<file path="src/common/rbcd_pkg.sv">
// Package: register map, command codes, sense codes and mode-page constants
package rbcd_pkg;
	// ----------------------------------------------------------------
	// Register byte addresses
	// ----------------------------------------------------------------
	localparam logic [7:0] RBCD_CDB0 = 8'h00;
	localparam logic [7:0] RBCD_CDB1 = 8'h04;
	localparam logic [7:0] RBCD_CDB2 = 8'h08;
	localparam logic [7:0] RBCD_CTRL = 8'h0c;
	localparam logic [7:0] RBCD_RESULT = 8'h10;
	localparam logic [7:0] RBCD_DATA = 8'h14;
	localparam logic [7:0] RBCD_MODE_CUR = 8'h18;
	localparam logic [7:0] RBCD_MODE_SAVED = 8'h1c;
	localparam logic [7:0] RBCD_MODE_PARAM = 8'h20;
	localparam logic [7:0] RBCD_WB_OFFSET = 8'h24;
	localparam logic [7:0] RBCD_WB_LENGTH = 8'h28;
	localparam logic [7:0] RBCD_IRQ_STAT = 8'h2c;
	localparam logic [7:0] RBCD_IRQ_MASK = 8'h30;
	localparam logic [7:0] RBCD_STATUS = 8'h34;
	// CTRL bit positions
	localparam int RBCD_CTRL_GO = 0;
	localparam int RBCD_CTRL_RMB = 1;
	localparam int RBCD_CTRL_SAVE_OK = 2;
	localparam int RBCD_CTRL_AUTOSENSE = 3;
	localparam int RBCD_CTRL_AEN = 4;
	localparam int RBCD_CTRL_ESN = 5;
	localparam int RBCD_CTRL_WB_BLOCK = 6;
	localparam logic [31:0] RBCD_CTRL_RST = 32'h0000_0000;
	// IRQ bit positions
	localparam int RBCD_IRQ_DONE = 0;
	localparam int RBCD_IRQ_EXC = 1;
	localparam int RBCD_IRQ_CHECK = 2;
	// ----------------------------------------------------------------
	// Operation codes and field values
	// ----------------------------------------------------------------
	localparam logic [7:0] RBCD_OP_TUR = 8'h00;
	localparam logic [7:0] RBCD_OP_REQ_SENSE = 8'h03;
	localparam logic [7:0] RBCD_OP_INQUIRY = 8'h12;
	localparam logic [7:0] RBCD_OP_MODE_SEL = 8'h15;
	localparam logic [7:0] RBCD_OP_MODE_SENSE = 8'h1a;
	localparam logic [7:0] RBCD_OP_PREVENT = 8'h1e;
	localparam logic [7:0] RBCD_OP_WRITE_BUF = 8'h3b;
	localparam logic [7:0] RBCD_VPD_SERIAL = 8'h80;
	localparam logic [7:0] RBCD_VPD_DEVID = 8'h83;
	localparam logic [1:0] RBCD_PC_CUR = 2'h0;
	localparam logic [1:0] RBCD_PC_CHG = 2'h1;
	localparam logic [1:0] RBCD_PC_DEF = 2'h2;
	localparam logic [1:0] RBCD_PC_SAVED = 2'h3;
	localparam logic [2:0] RBCD_WB_SAVE = 3'h5;
	localparam logic [2:0] RBCD_WB_OFS_SAVE = 3'h7;
	// ----------------------------------------------------------------
	// Status, sense keys, additional sense codes
	// ----------------------------------------------------------------
	localparam logic [7:0] RBCD_ST_GOOD = 8'h00;
	localparam logic [7:0] RBCD_ST_CHECK = 8'h02;
	localparam logic [7:0] RBCD_SK_NONE = 8'h00;
	localparam logic [7:0] RBCD_SK_RECOVERED = 8'h01;
	localparam logic [7:0] RBCD_SK_ILLEGAL = 8'h05;
	localparam logic [7:0] RBCD_ASC_NONE = 8'h00;
	localparam logic [7:0] RBCD_ASC_BAD_OP = 8'h20;
	localparam logic [7:0] RBCD_ASC_BAD_FIELD = 8'h24;
	localparam logic [7:0] RBCD_ASC_SEQ_ERR = 8'h2c;
	localparam logic [7:0] RBCD_ASC_FAIL_PRED = 8'h5d;
	// Failure-prediction qualifier limits
	localparam logic [3:0] RBCD_QX_MIN = 4'h1;
	localparam logic [3:0] RBCD_QX_MAX = 4'h6;
	localparam logic [3:0] RBCD_QY_MAX = 4'hc;
	// ----------------------------------------------------------------
	// Mode page word
	// ----------------------------------------------------------------
	localparam logic [31:0] RBCD_MODE_DEF = 32'h0000_ff01;
	localparam logic [31:0] RBCD_MODE_CHG = 32'h0000_ff0f;

	typedef struct packed {
		logic [7:0] ascq;
		logic [7:0] asc;
		logic [7:0] key;
		logic [7:0] status;
	} rbcd_sense_t;
endpackage

</file>
<file path="src/hw/rbcd_top.sv">
// Command interpreter for a reduced block target, reached over AXI4-Lite
// Operation
// - Inquiry for the unit serial number page 80h is answered with good status.
// - Inquiry for the device identification page 83h is answered with good status.
// - Mode select with zero parameter list length completes without error.
// - Values that cannot be changed are silently kept, no error raised.
// - Fixed medium with save-pages applies update and stores pages nonvolatile.
// - Removable medium unable to save rejects save-pages: check, 05h, 24h.
// - Current request returns last selected values; current and saved tracked apart.
// - Unavailable current or saved values report the defaults instead.
// - Defaults request returns defaults; saved request restores then reports.
// - Medium-removal prevention is implemented when the removable bit is one.
// - Request sense is implemented when autosense, notification or polling lacks.
// - Exceptions reported by readiness test only after a threshold event.
// - Delivered asynchronous notification clears exception from readiness test.
// - Exceptions carry recovered-error key and failure-prediction code 5Dh.
// - Qualifier: subsystem digit 1h..6h, cause digit 0h..Ch, rest reserved.
// - Buffer write supports download-save 101b and offset-download-save 111b.
//
// Chosen here: the AXI4-Lite register port and the register offsets.
`timescale 1ns/1ns
`default_nettype none
module rbcd_top import rbcd_pkg::*; (
	// Clock and reset
	input wire logic clk_sys,
	input wire logic rst,
	// AXI4-Lite write address and data
	input wire logic [7:0] s_awaddr,
	input wire logic s_awvalid,
	output logic s_awready,
	input wire logic [31:0] s_wdata,
	input wire logic [3:0] s_wstrb,
	input wire logic s_wvalid,
	output logic s_wready,
	// AXI4-Lite write response
	output logic [1:0] s_bresp,
	output logic s_bvalid,
	input wire logic s_bready,
	// AXI4-Lite read
	input wire logic [7:0] s_araddr,
	input wire logic s_arvalid,
	output logic s_arready,
	output logic [31:0] s_rdata,
	output logic [1:0] s_rresp,
	output logic s_rvalid,
	input wire logic s_rready,
	// Exception events and notification, medium lock and interrupt
	input wire logic exc_event,
	input wire logic [7:0] exc_qual,
	input wire logic aen_done,
	output logic aen_req,
	output logic medium_locked,
	output logic irq
);
	// ----------------------------------------------------------------
	// Bus slave
	// ----------------------------------------------------------------
	logic aw_hold_q, w_hold_q, awready_q, wready_q, bvalid_q, arready_q, rvalid_q;
	logic [7:0] awaddr_q;
	logic [31:0] wdata_q, rdata_q, rd_d;
	logic [3:0] wstrb_q;
	logic [1:0] bresp_q, rresp_q;
	logic wr_fire, rd_fire, rd_hit, wr_hit;
	assign wr_fire = aw_hold_q & w_hold_q & ~bvalid_q;
	assign rd_fire = s_arvalid & arready_q;
	always_ff @(posedge clk_sys or posedge rst) begin
		if (rst) begin
			aw_hold_q <= 1'b0;
			awready_q <= 1'b0;
			awaddr_q <= 8'h00;
		end else begin
			aw_hold_q <= (aw_hold_q & ~wr_fire) | (s_awvalid & awready_q);
			awready_q <= ~aw_hold_q & ~(s_awvalid & awready_q);
			if (s_awvalid & awready_q)
				awaddr_q <= s_awaddr;
		end
	end
	always_ff @(posedge clk_sys or posedge rst) begin
		if (rst) begin
			w_hold_q <= 1'b0;
			wready_q <= 1'b0;
			wdata_q <= 32'h0000_0000;
			wstrb_q <= 4'h0;
		end else begin
			w_hold_q <= (w_hold_q & ~wr_fire) | (s_wvalid & wready_q);
			wready_q <= ~w_hold_q & ~(s_wvalid & wready_q);
			if (s_wvalid & wready_q) begin
				wdata_q <= s_wdata;
				wstrb_q <= s_wstrb;
			end
		end
	end
	always_comb begin
		case (awaddr_q)
			RBCD_CDB0, RBCD_CDB1, RBCD_CDB2, RBCD_CTRL, RBCD_MODE_PARAM, RBCD_IRQ_MASK: wr_hit = 1'b1;
			default: wr_hit = 1'b0;
		endcase
	end
	always_ff @(posedge clk_sys or posedge rst) begin
		if (rst) begin
			bvalid_q <= 1'b0;
			bresp_q <= 2'h0;
		end else if (wr_fire) begin
			bvalid_q <= 1'b1;
			bresp_q <= wr_hit ? 2'h0 : 2'h2;
		end else if (s_bready)
			bvalid_q <= 1'b0;
	end
	logic [31:0] wmask;
	assign wmask = {{8{wstrb_q[3]}}, {8{wstrb_q[2]}}, {8{wstrb_q[1]}}, {8{wstrb_q[0]}}};
	// ----------------------------------------------------------------
	// Software-written registers
	// ----------------------------------------------------------------
	logic [31:0] cdb0_q, cdb1_q, cdb2_q, ctrl_q, param_q;
	logic [2:0] imask_q;
	logic go_q;
	always_ff @(posedge clk_sys or posedge rst) begin
		if (rst) begin
			cdb0_q <= 32'h0000_0000;
			cdb1_q <= 32'h0000_0000;
			cdb2_q <= 32'h0000_0000;
			ctrl_q <= RBCD_CTRL_RST;
			param_q <= 32'h0000_0000;
			imask_q <= 3'h0;
			go_q <= 1'b0;
		end else begin
			go_q <= 1'b0;
			if (wr_fire) begin
				case (awaddr_q)
					RBCD_CDB0: cdb0_q <= (cdb0_q & ~wmask) | (wdata_q & wmask);
					RBCD_CDB1: cdb1_q <= (cdb1_q & ~wmask) | (wdata_q & wmask);
					RBCD_CDB2: cdb2_q <= ((cdb2_q & ~wmask) | (wdata_q & wmask)) & 32'h0000_ffff;
					RBCD_MODE_PARAM: param_q <= (param_q & ~wmask) | (wdata_q & wmask);
					RBCD_IRQ_MASK: imask_q <= (imask_q & ~wmask[2:0]) | (wdata_q[2:0] & wmask[2:0]);
					RBCD_CTRL: begin
						ctrl_q <= ((ctrl_q & ~wmask) | (wdata_q & wmask)) & 32'h0000_007e;
						go_q <= wstrb_q[0] & wdata_q[RBCD_CTRL_GO];
					end
					default: ;
				endcase
			end
		end
	end
	// ----------------------------------------------------------------
	// Descriptor decode
	// ----------------------------------------------------------------
	logic [79:0] cdb;
	logic [7:0] op;
	logic [2:0] wb_mode;
	logic [23:0] wb_ofs, wb_len;
	logic rmb, save_ok, req_sense_need;
	assign cdb = {cdb2_q[15:0], cdb1_q, cdb0_q};
	assign op = cdb[7:0];
	assign wb_mode = cdb[10:8];
	assign wb_ofs = {cdb[31:24], cdb[39:32], cdb[47:40]};
	assign wb_len = {cdb[55:48], cdb[63:56], cdb[71:64]};
	assign rmb = ctrl_q[RBCD_CTRL_RMB];
	assign save_ok = ctrl_q[RBCD_CTRL_SAVE_OK];
	assign req_sense_need = ~ctrl_q[RBCD_CTRL_AUTOSENSE] | ~ctrl_q[RBCD_CTRL_AEN] | ~ctrl_q[RBCD_CTRL_ESN];
	// ----------------------------------------------------------------
	// Command execution
	// ----------------------------------------------------------------
	rbcd_sense_t sense_q, sense_d, last_q;
	logic [31:0] data_q, data_d, cur_q, saved_q, sel_val;
	logic cur_valid_q, saved_valid_q, lock_q, exc_pend_q, exc_ev;
	logic [7:0] exc_q;
	logic [23:0] wbo_q, wbl_q;
	logic do_sel, do_save, do_restore, do_lock, do_wb;
	assign sel_val = (cur_q & ~RBCD_MODE_CHG) | (param_q & RBCD_MODE_CHG);
	always_comb begin
		sense_d = '{ascq: 8'h00, asc: RBCD_ASC_NONE, key: RBCD_SK_NONE, status: RBCD_ST_GOOD};
		data_d = 32'h0000_0000;
		do_sel = 1'b0;
		do_save = 1'b0;
		do_restore = 1'b0;
		do_lock = 1'b0;
		do_wb = 1'b0;
		case (op)
			RBCD_OP_TUR: begin
				if (exc_pend_q)
					sense_d = '{ascq: exc_q, asc: RBCD_ASC_FAIL_PRED, key: RBCD_SK_RECOVERED,
						status: RBCD_ST_CHECK};
			end
			RBCD_OP_REQ_SENSE: data_d = last_q;
			RBCD_OP_INQUIRY: begin
				if (cdb[8] && (cdb[23:16] == RBCD_VPD_SERIAL || cdb[23:16] == RBCD_VPD_DEVID))
					data_d = {24'h0, cdb[23:16]};
				else if (cdb[8])
					sense_d = '{ascq: 8'h00, asc: RBCD_ASC_BAD_FIELD, key: RBCD_SK_ILLEGAL, status: RBCD_ST_CHECK};
				else
					data_d = {31'h0, rmb};
			end
			RBCD_OP_MODE_SEL: begin
				if (cdb[8] && rmb && !save_ok)
					sense_d = '{ascq: 8'h00, asc: RBCD_ASC_BAD_FIELD, key: RBCD_SK_ILLEGAL,
						status: RBCD_ST_CHECK};
				else begin
					do_sel = cdb[39:32] != 8'h00;
					do_save = cdb[8];
				end
			end
			RBCD_OP_MODE_SENSE: begin
				case (cdb[23:22])
					RBCD_PC_CUR: data_d = cur_valid_q ? cur_q : RBCD_MODE_DEF;
					RBCD_PC_CHG: data_d = RBCD_MODE_CHG;
					RBCD_PC_DEF: data_d = RBCD_MODE_DEF;
					default: begin
						data_d = saved_valid_q ? saved_q : RBCD_MODE_DEF;
						do_restore = ~saved_valid_q;
					end
				endcase
			end
			RBCD_OP_PREVENT: begin
				if (rmb)
					do_lock = 1'b1;
				else
					sense_d = '{ascq: 8'h00, asc: RBCD_ASC_BAD_OP, key: RBCD_SK_ILLEGAL, status: RBCD_ST_CHECK};
			end
			RBCD_OP_WRITE_BUF: begin
				if (wb_mode != RBCD_WB_SAVE && wb_mode != RBCD_WB_OFS_SAVE)
					sense_d = '{ascq: 8'h00, asc: RBCD_ASC_BAD_FIELD, key: RBCD_SK_ILLEGAL, status: RBCD_ST_CHECK};
				else if (ctrl_q[RBCD_CTRL_WB_BLOCK])
					sense_d = '{ascq: 8'h00, asc: RBCD_ASC_SEQ_ERR, key: RBCD_SK_ILLEGAL, status: RBCD_ST_CHECK};
				else
					do_wb = 1'b1;
			end
			default: sense_d = '{ascq: 8'h00, asc: RBCD_ASC_BAD_OP, key: RBCD_SK_ILLEGAL, status: RBCD_ST_CHECK};
		endcase
	end
	always_ff @(posedge clk_sys or posedge rst) begin
		if (rst) begin
			sense_q <= '0;
			last_q <= '0;
			data_q <= 32'h0000_0000;
		end else if (go_q) begin
			sense_q <= sense_d;
			data_q <= data_d;
			if (op != RBCD_OP_REQ_SENSE)
				last_q <= sense_d;
		end
	end
	// Mode page store: current and saved kept apart
	always_ff @(posedge clk_sys or posedge rst) begin
		if (rst) begin
			cur_q <= RBCD_MODE_DEF;
			saved_q <= RBCD_MODE_DEF;
			cur_valid_q <= 1'b0;
			saved_valid_q <= 1'b0;
		end else if (go_q) begin
			if (do_sel) begin
				cur_q <= sel_val;
				cur_valid_q <= 1'b1;
			end
			if (do_save) begin
				saved_q <= do_sel ? sel_val : cur_q;
				saved_valid_q <= 1'b1;
			end else if (do_restore) begin
				saved_q <= RBCD_MODE_DEF;
				saved_valid_q <= 1'b1;
			end
		end
	end

	always_ff @(posedge clk_sys or posedge rst) begin
		if (rst) begin
			lock_q <= 1'b0;
			wbo_q <= 24'h0;
			wbl_q <= 24'h0;
		end else if (go_q) begin
			if (do_lock)
				lock_q <= cdb[32];
			if (do_wb) begin
				wbo_q <= wb_ofs;
				wbl_q <= wb_len;
			end
		end
	end
	// ----------------------------------------------------------------
	// Information exceptions
	// ----------------------------------------------------------------
	assign exc_ev = exc_event && exc_qual[7:4] >= RBCD_QX_MIN && exc_qual[7:4] <= RBCD_QX_MAX
		&& exc_qual[3:0] <= RBCD_QY_MAX;
	always_ff @(posedge clk_sys or posedge rst) begin
		if (rst) begin
			exc_pend_q <= 1'b0;
			exc_q <= 8'h00;
			aen_req <= 1'b0;
		end else begin
			if (exc_ev) begin
				exc_pend_q <= 1'b1;
				exc_q <= exc_qual;
			end else if (aen_done)
				exc_pend_q <= 1'b0;
			aen_req <= ctrl_q[RBCD_CTRL_AEN] & (exc_ev | (exc_pend_q & ~aen_done));
		end
	end
	// ----------------------------------------------------------------
	// Interrupts and read path
	// ----------------------------------------------------------------
	logic [2:0] istat_q, iev;
	assign iev = {go_q & (sense_d.status == RBCD_ST_CHECK), exc_ev, go_q};
	always_ff @(posedge clk_sys or posedge rst) begin
		if (rst) begin
			istat_q <= 3'h0;
			irq <= 1'b0;
		end else begin
			istat_q <= (istat_q & ~{3{rd_fire && s_araddr == RBCD_IRQ_STAT}}) | iev;
			irq <= |(istat_q & imask_q);
		end
	end

	always_comb begin
		rd_hit = 1'b1;
		case (s_araddr)
			RBCD_CDB0: rd_d = cdb0_q;
			RBCD_CDB1: rd_d = cdb1_q;
			RBCD_CDB2: rd_d = cdb2_q;
			RBCD_CTRL: rd_d = ctrl_q;
			RBCD_RESULT: rd_d = sense_q;
			RBCD_DATA: rd_d = data_q;
			RBCD_MODE_CUR: rd_d = cur_q;
			RBCD_MODE_SAVED: rd_d = saved_q;
			RBCD_MODE_PARAM: rd_d = param_q;
			RBCD_WB_OFFSET: rd_d = {8'h00, wbo_q};
			RBCD_WB_LENGTH: rd_d = {8'h00, wbl_q};
			RBCD_IRQ_STAT: rd_d = {29'h0, istat_q};
			RBCD_IRQ_MASK: rd_d = {29'h0, imask_q};
			RBCD_STATUS: rd_d = {27'h0, req_sense_need, rmb, exc_pend_q, saved_valid_q, lock_q};
			default: begin
				rd_d = 32'h0000_0000;
				rd_hit = 1'b0;
			end
		endcase
	end

	always_ff @(posedge clk_sys or posedge rst) begin
		if (rst) begin
			arready_q <= 1'b0;
			rvalid_q <= 1'b0;
			rdata_q <= 32'h0000_0000;
			rresp_q <= 2'h0;
		end else if (rd_fire) begin
			arready_q <= 1'b0;
			rvalid_q <= 1'b1;
			rdata_q <= rd_d;
			rresp_q <= rd_hit ? 2'h0 : 2'h2;
		end else begin
			if (s_rready)
				rvalid_q <= 1'b0;
			if (!rvalid_q)
				arready_q <= 1'b1;
		end
	end

	assign s_awready = awready_q;
	assign s_wready = wready_q;
	assign s_bvalid = bvalid_q;
	assign s_bresp = bresp_q;
	assign s_arready = arready_q;
	assign s_rvalid = rvalid_q;
	assign s_rdata = rdata_q;
	assign s_rresp = rresp_q;
	assign medium_locked = lock_q;
endmodule // rbcd_top
`default_nettype wire

</file>
<file path="config.mk">
export PLATFORM = sky130hd
export DESIGN_NAME = rbcd_top
export DESIGN_NICKNAME = d
export VERILOG_FILES = /design/src/common/rbcd_pkg.sv /design/src/hw/rbcd_top.sv
export SDC_FILE = /design/constraint.sdc
export NUM_CORES = 1
export LEC_CHECK = 0
export BUFFER_PORTS_ARGS = -buffer_cell sky130_fd_sc_hd__buf_4
export CAP_MARGIN = 20
export CORE_MARGIN = 1
export CORE_UTILIZATION = 24
export DETAILED_ROUTE_END_ITERATION = 16
export PLACE_DENSITY = 0.42
export SYNTH_ARGS = -nofsm -noshare
export SYNTH_HDL_FRONTEND = slang
export SYNTH_SLANG_ARGS = --single-unit
export TNS_END_PERCENT = 100
</file>
<file path="constraint.sdc">
create_clock -name clk_sys -period 18 [get_ports clk_sys]
set_clock_uncertainty 0.2 [all_clocks]
set_input_delay 1.8 -clock clk_sys [delete_from_list [all_inputs] [get_ports clk_sys]]
set_output_delay 1.8 -clock clk_sys [all_outputs]
set_load 0.05 [all_outputs]
</file>
# --- Word level (Yosys, flattened, before mapping) ---
# Cells that the tools add are included.
# Widths: inputs -> output; s select.
totals:
  ramBits: 0
  latch_bits: 0
  register_bits: 434
  mem_count: 0
  mem_bits_ro: 0
  inputBits: 69
  elab_cells: 207
classes:
  n_mul: 0
  add_sub_neg: 0
  n_reduce_logical: 35
  n_lt_le_gt_ge: 3
  eq_ne: 33
  shifts: 0
  n_bitwise: 50
  div: 0
  muxes: 45
ops:
  columns: ["cell", "count"]
  rows:
  - ["$pmux 32 s14", 1]
  - ["$mux 32", 6]
  - ["$pmux 32 s3", 2]
  - ["$pmux 32 s6", 1]
  - ["$mux 22", 6]
  - ["$and 32x32->32", 4]
  - ["$or 32x32->32", 3]
  - ["$eq 8x6->1 const B", 9]
  - ["$eq 8x5->1 const B", 8]
  - ["$eq 8x4->1 const B", 4]
  - ["$not 32->32", 1]
  - ["$or 32x16->32", 1]
  - ["$mux 1", 26]
  - ["$logic_not 8->1", 3]
  - ["$reduce_and 2->1", 11]
  - ["$and 16x16->16", 1]
  - ["$eq 8x2->1 const B", 2]
  - ["$eq 8x3->1 const B", 2]
  - ["$eq 8x8->1 const B", 2]
  - ["$or 16x16->16", 1]
  - ["$reduce_or 14->1", 1]
  - ["$and 1x1->1", 13]
  - ["$and 3x3->3", 4]
  - ["$not 1->1", 11]
  - ["24 further kinds", 43]

# --- Longest topological paths before layout ---
logic_depth:
  word_depth: 8
  ltp_mapped: 9

# --- Worst setup path after synthesis ---
# No wires, ideal clock.
synth_path:
  path_kind: "input -> register"
  from: "input s_araddr[4]"
  to: "register rdata_q[3], in the netlist s_rdata[3]"
  t_arrival_ps: 3356
  n_path_buf: 2
  setup_slack_ps: 14379
  stages: 7
  required_ps: 17735
  setup_ps: 65
  path_cell_list: "buf_2 > or4b_2 > buf_2 > nor4_1 > a221oi_1 > a21oi_1 > a21o_1"
synth_via:
  elab_chain_cells: 2
  word_cells_on_any_way: 15
  cone_classes: "13 x eq/ne; 1 x mux; 1 x reduce/logical"
synth_lines:
  columns: ["element", "line_no", "rtl"]
  rows:
  - ["from (decl)", "rbcd_top.sv:40", "input wire logic [7:0] s_araddr,"]
  - ["$eq 8x6->1, or another cell as far along", "rbcd_top.sv:314", "case (s_araddr)"]
  - ["$pmux 32 s14 (*)", "rbcd_top.sv:314", null]
  - ["to (signal assigned)", "rbcd_top.sv:345", "rdata_q <= rd_d;"]
  - ["to (decl)", "rbcd_top.sv:60", "logic [31:0] wdata_q, rdata_q, rd_d;"]
# Every way passes the cells marked *; elsewhere a longest branch is shown, timed or not.
# A chain may end at the register's enable or synchronous reset.

# --- Worst setup path after layout ---
layout_path:
  from: "input s_araddr[3]"
  to: "register rdata_q[27], in the netlist s_rdata[27]"
# The elaborated chain is that of the path after synthesis.

==> summary.md <==
| Metric | Value |
|---|---|
| Synthesized area per cell | `roughly 13 µm²` |
| Leading area contributor after synthesis | `dfrtp_1` |
| Die H | `259.3 µm` |
| Share of the synthesized area in the top cell type | `between 50% and 60%` |
| Fin area | `around 19,000 µm²` |
| Crit-path max FO | `35` |
| WHS Path Cells | `1` |
| CP Launch Type | `primary input` |
| Power per cell area | `113.4 nW/µm²` |
| Synth async-reset ratio | `100.0%` |
| RR Endpoint | `cur_q[3]$_DFFE_PP0P_` |
| Setup TNS | `0 ns` |
| Ys flop type | `dfrtp_1` |
| Hold Buf Count CTS | `0` |
| Area growth from synthesis to layout | `19.90%` |
| Critical path type | `in -> reg` |
| 1st-pass router iterations | `8` |
| Post-synthesis register bit count | `353` |
| Die Span X | `259.3 µm` |
| Most frequent cell after synthesis | `dfrtp_1` |
| Final Non-Filler Cells | `2,239` |
| Clock Sinks | `353` |
| Worst Hold Class | `reg -> reg` |
| Drt initial violations | `1,164` |
| Maximum vdd drop | `0.06093 mV` |
| Data required time of the critical path | `between 15 and 20 ns` |
| CP endpoint kind | `flop` |
| DR WL/cell | `between 20 and 25 µm` |
| H-tree levels | `2` |
| CP arrival | `4.28 ns` |
| R2R cell count | `4` |
| Reg2reg start | `cdb0_q[3]$_DFFE_PP0P_` |
| Number of port buffers | `110` |
| Post-layout min period | `3.985 ns` |
| CTS clk-pin slew, worst paths | `0.05 ns` |
| Status | `complete, no violations` |
| IO Count | `113` |
| Max-Cap Viols | `0` |
| Final hold viol count | `0` |
| Grt ovf | `0` |
| Post-synth EDFFs | `0` |
| Nets | `1,426` |
| Total core area | `64,930 µm²` |
| # Post-CTS Setup Buffers | `0` |
| Most common library cells after synthesis | `dfrtp_1, mux2_2, nand2_1` |
| Post-DP Area | `17,630 µm²` |
| FILL cells | `6,667` |
| Placed cell count | `2,162` |
| All-Layer GR Usage | `16.57%` |
| P_leak | `between 0.008 and 0.009 µW` |
| # DRC | `0` |
| CTS tree | `done` |
| Via count | `11,210` |
| Worst-Margin Slew | `1.089 ns` |
| Max-slew headroom | `between 20% and 30%` |
| DP HPWL | `39,310 µm` |
| Largest net degree at the start of global routing | `157` |
| Yosys cell types | `a little under 70` |
| Dpl ws | `13.33 ns` |
| Antenna violations before repair | `1` |
| F_max | `~250 MHz` |
| Initial core utilization | `24.47%` |
| Worst hold start | `s_awready$_DFF_PP0_` |
| Global-route wire length before repair | `82,250 µm` |
| Synthesized area | `15,890 µm²` |
| Synth top area cells | `dfrtp_1, mux2_2, dfstp_2, mux2i_1, nand2_1` |
| CTS buffer count | `42` |
| Worst setup margin | `14.02 ns` |
| Final setup viols | `0` |
| Die Area | `67,240 µm²` |
| Vias in the first global route | `~12,000` |
| Max clock buf depth | `3` |
| Antenna cells | `0` |
| R2R setup slack | `~15 ns` |
| Hold Path Sink | `s_awready$_DFF_PP0_` |
| CTS root buf | `clkbuf_16` |
| Vias per inst | `roughly 5.0` |
| Mapped Cells | `1,258` |
| Row count | `between 90 and 100` |
| RSZ-0062 raised after global routing | `false` |
| PostCTS Resize Cnt | `0` |
| Max-slew violations | `0` |
| YS warnings | `0` |
| Final wirelength | `55,200 µm` |
| Seq/Total Area, Yosys | `55.73%` |
| Tcrit/Tclk final | `approximately 22%` |
| Worst-Skew Late Latency | `0.57 ns` |
| Share of cells above drive strength 1 | `34.90%` |
| RD Place Congestion | `0.8722` |
| Routed Antenna Nets | `0` |
==> critical path, stage by stage <==
cell	delay, ns
buf_4	0.27
or4_1	0.83
nor2_2	0.74
a222oi_1	0.28
a21oi_1	0.21
a21o_1	0.10
==> layout make-up <==
type	instances	area [µm²]	area share, %
Sequential cell	353	8856	46.48
Multi-Input combinational cell	798	6615	34.72
Clock buffer	58	1222	6.416
Tap cell	855	1070	5.615
Timing Repair Buffer	129	1001	5.254
Clock inverter	18	175.2	0.9194
Inverter	28	112.6	0.5911
==> placed cells by master (no fill, tap or decap), types with 7 or more instances in the layout <==
cell type	n
a22oi_1	34
dfstp_2	18
a21oi_1	37
mux2i_1	33
a2bb2oi_1	10
inv_1	27
a31oi_1	10
a22o_1	24
buf_4	127
nor2_1	37
nor4_1	7
clkinv_2	12
mux4_2	7
clkbuf_8	9
o22ai_1	21
dfrtp_1	335
o2bb2ai_1	24
clkbuf_16	43
a222oi_1	17
a2111oi_0	7
a221oi_1	11
nand3_1	17
a21o_1	14
a221o_1	7
mux2_2	233
nand2_1	73
o21ai_0	51
==> sequential cells by signal, indices dropped and copies added (netlist names), 3 cells and up <==
register	count
cdb0_q	32
cdb1_q	32
param_q	32
s_rdata	32
wdata_q	32
data_q	30
wbl_q	24
wbo_q	24
cdb2_q	16
last_q	13
saved_q	13
sense_q	13
cur_q	12
awaddr_q	8
exc_q	8
ctrl_q	6
wstrb_q	4
imask_q	3
istat_q	3
==> report_power, final <==
group / internal (µW) / switching (µW) / leakage (µW)
Sequential: 890 / 134 / 0.00471
Clock: 518 / 352 / 0.000700
Combinational: 125 / 142 / 0.00321
==> worst max path at each step <==
stage	start	cells after the start	slack, ns	endpoint
floorplan	rst	1	6.24	aen_req$_DFF_PP0_
global placement	rst	4	13.34	cdb1_q[20]$_DFFE_PP0P_
detailed placement	rst	4	13.33	cdb1_q[20]$_DFFE_PP0P_
CTS	rst	4	13.94	cdb1_q[30]$_DFFE_PP0P_
global route	s_araddr[3]	6	13.89	s_rdata[27]$_DFFE_PP0P_
finish	s_araddr[3]	6	14.02	s_rdata[27]$_DFFE_PP0P_
==> cells by family after synthesis <==
family	synth area share, %
DFF	55.73
AOI/OAI and AO/OA	13.62
muxes	19.58
and+or+nand+nor	7.709
buffers and inverters	2.937
adders and majority gates	0.3937
other	0.02360
==> routing by layer <==
metal	GRT usage [%]	routed length, µm
met5	0	10
met4	4.542	1236
met3	2.539	2439
met2	26.53	25940
met1	23.14	25570
==> per-stage QoR <==
| step | power (µW) | hold WS, ns | utilization, % |
|---|---|---|---|
| global placement | 1307 | 0.2646 | 27.15 |
| detailed placement | 1312 | 0.2717 | 27.15 |
| global route | 2257 | 0.3017 | 29.34 |
| floorplan | 1166 | 0.2288 | - |
| CTS | 2191 | 0.2820 | 29.30 |
| finish | 2160 | 0.2754 | 29.34 |
Note: power is estimated with default switching activity, not from simulation.
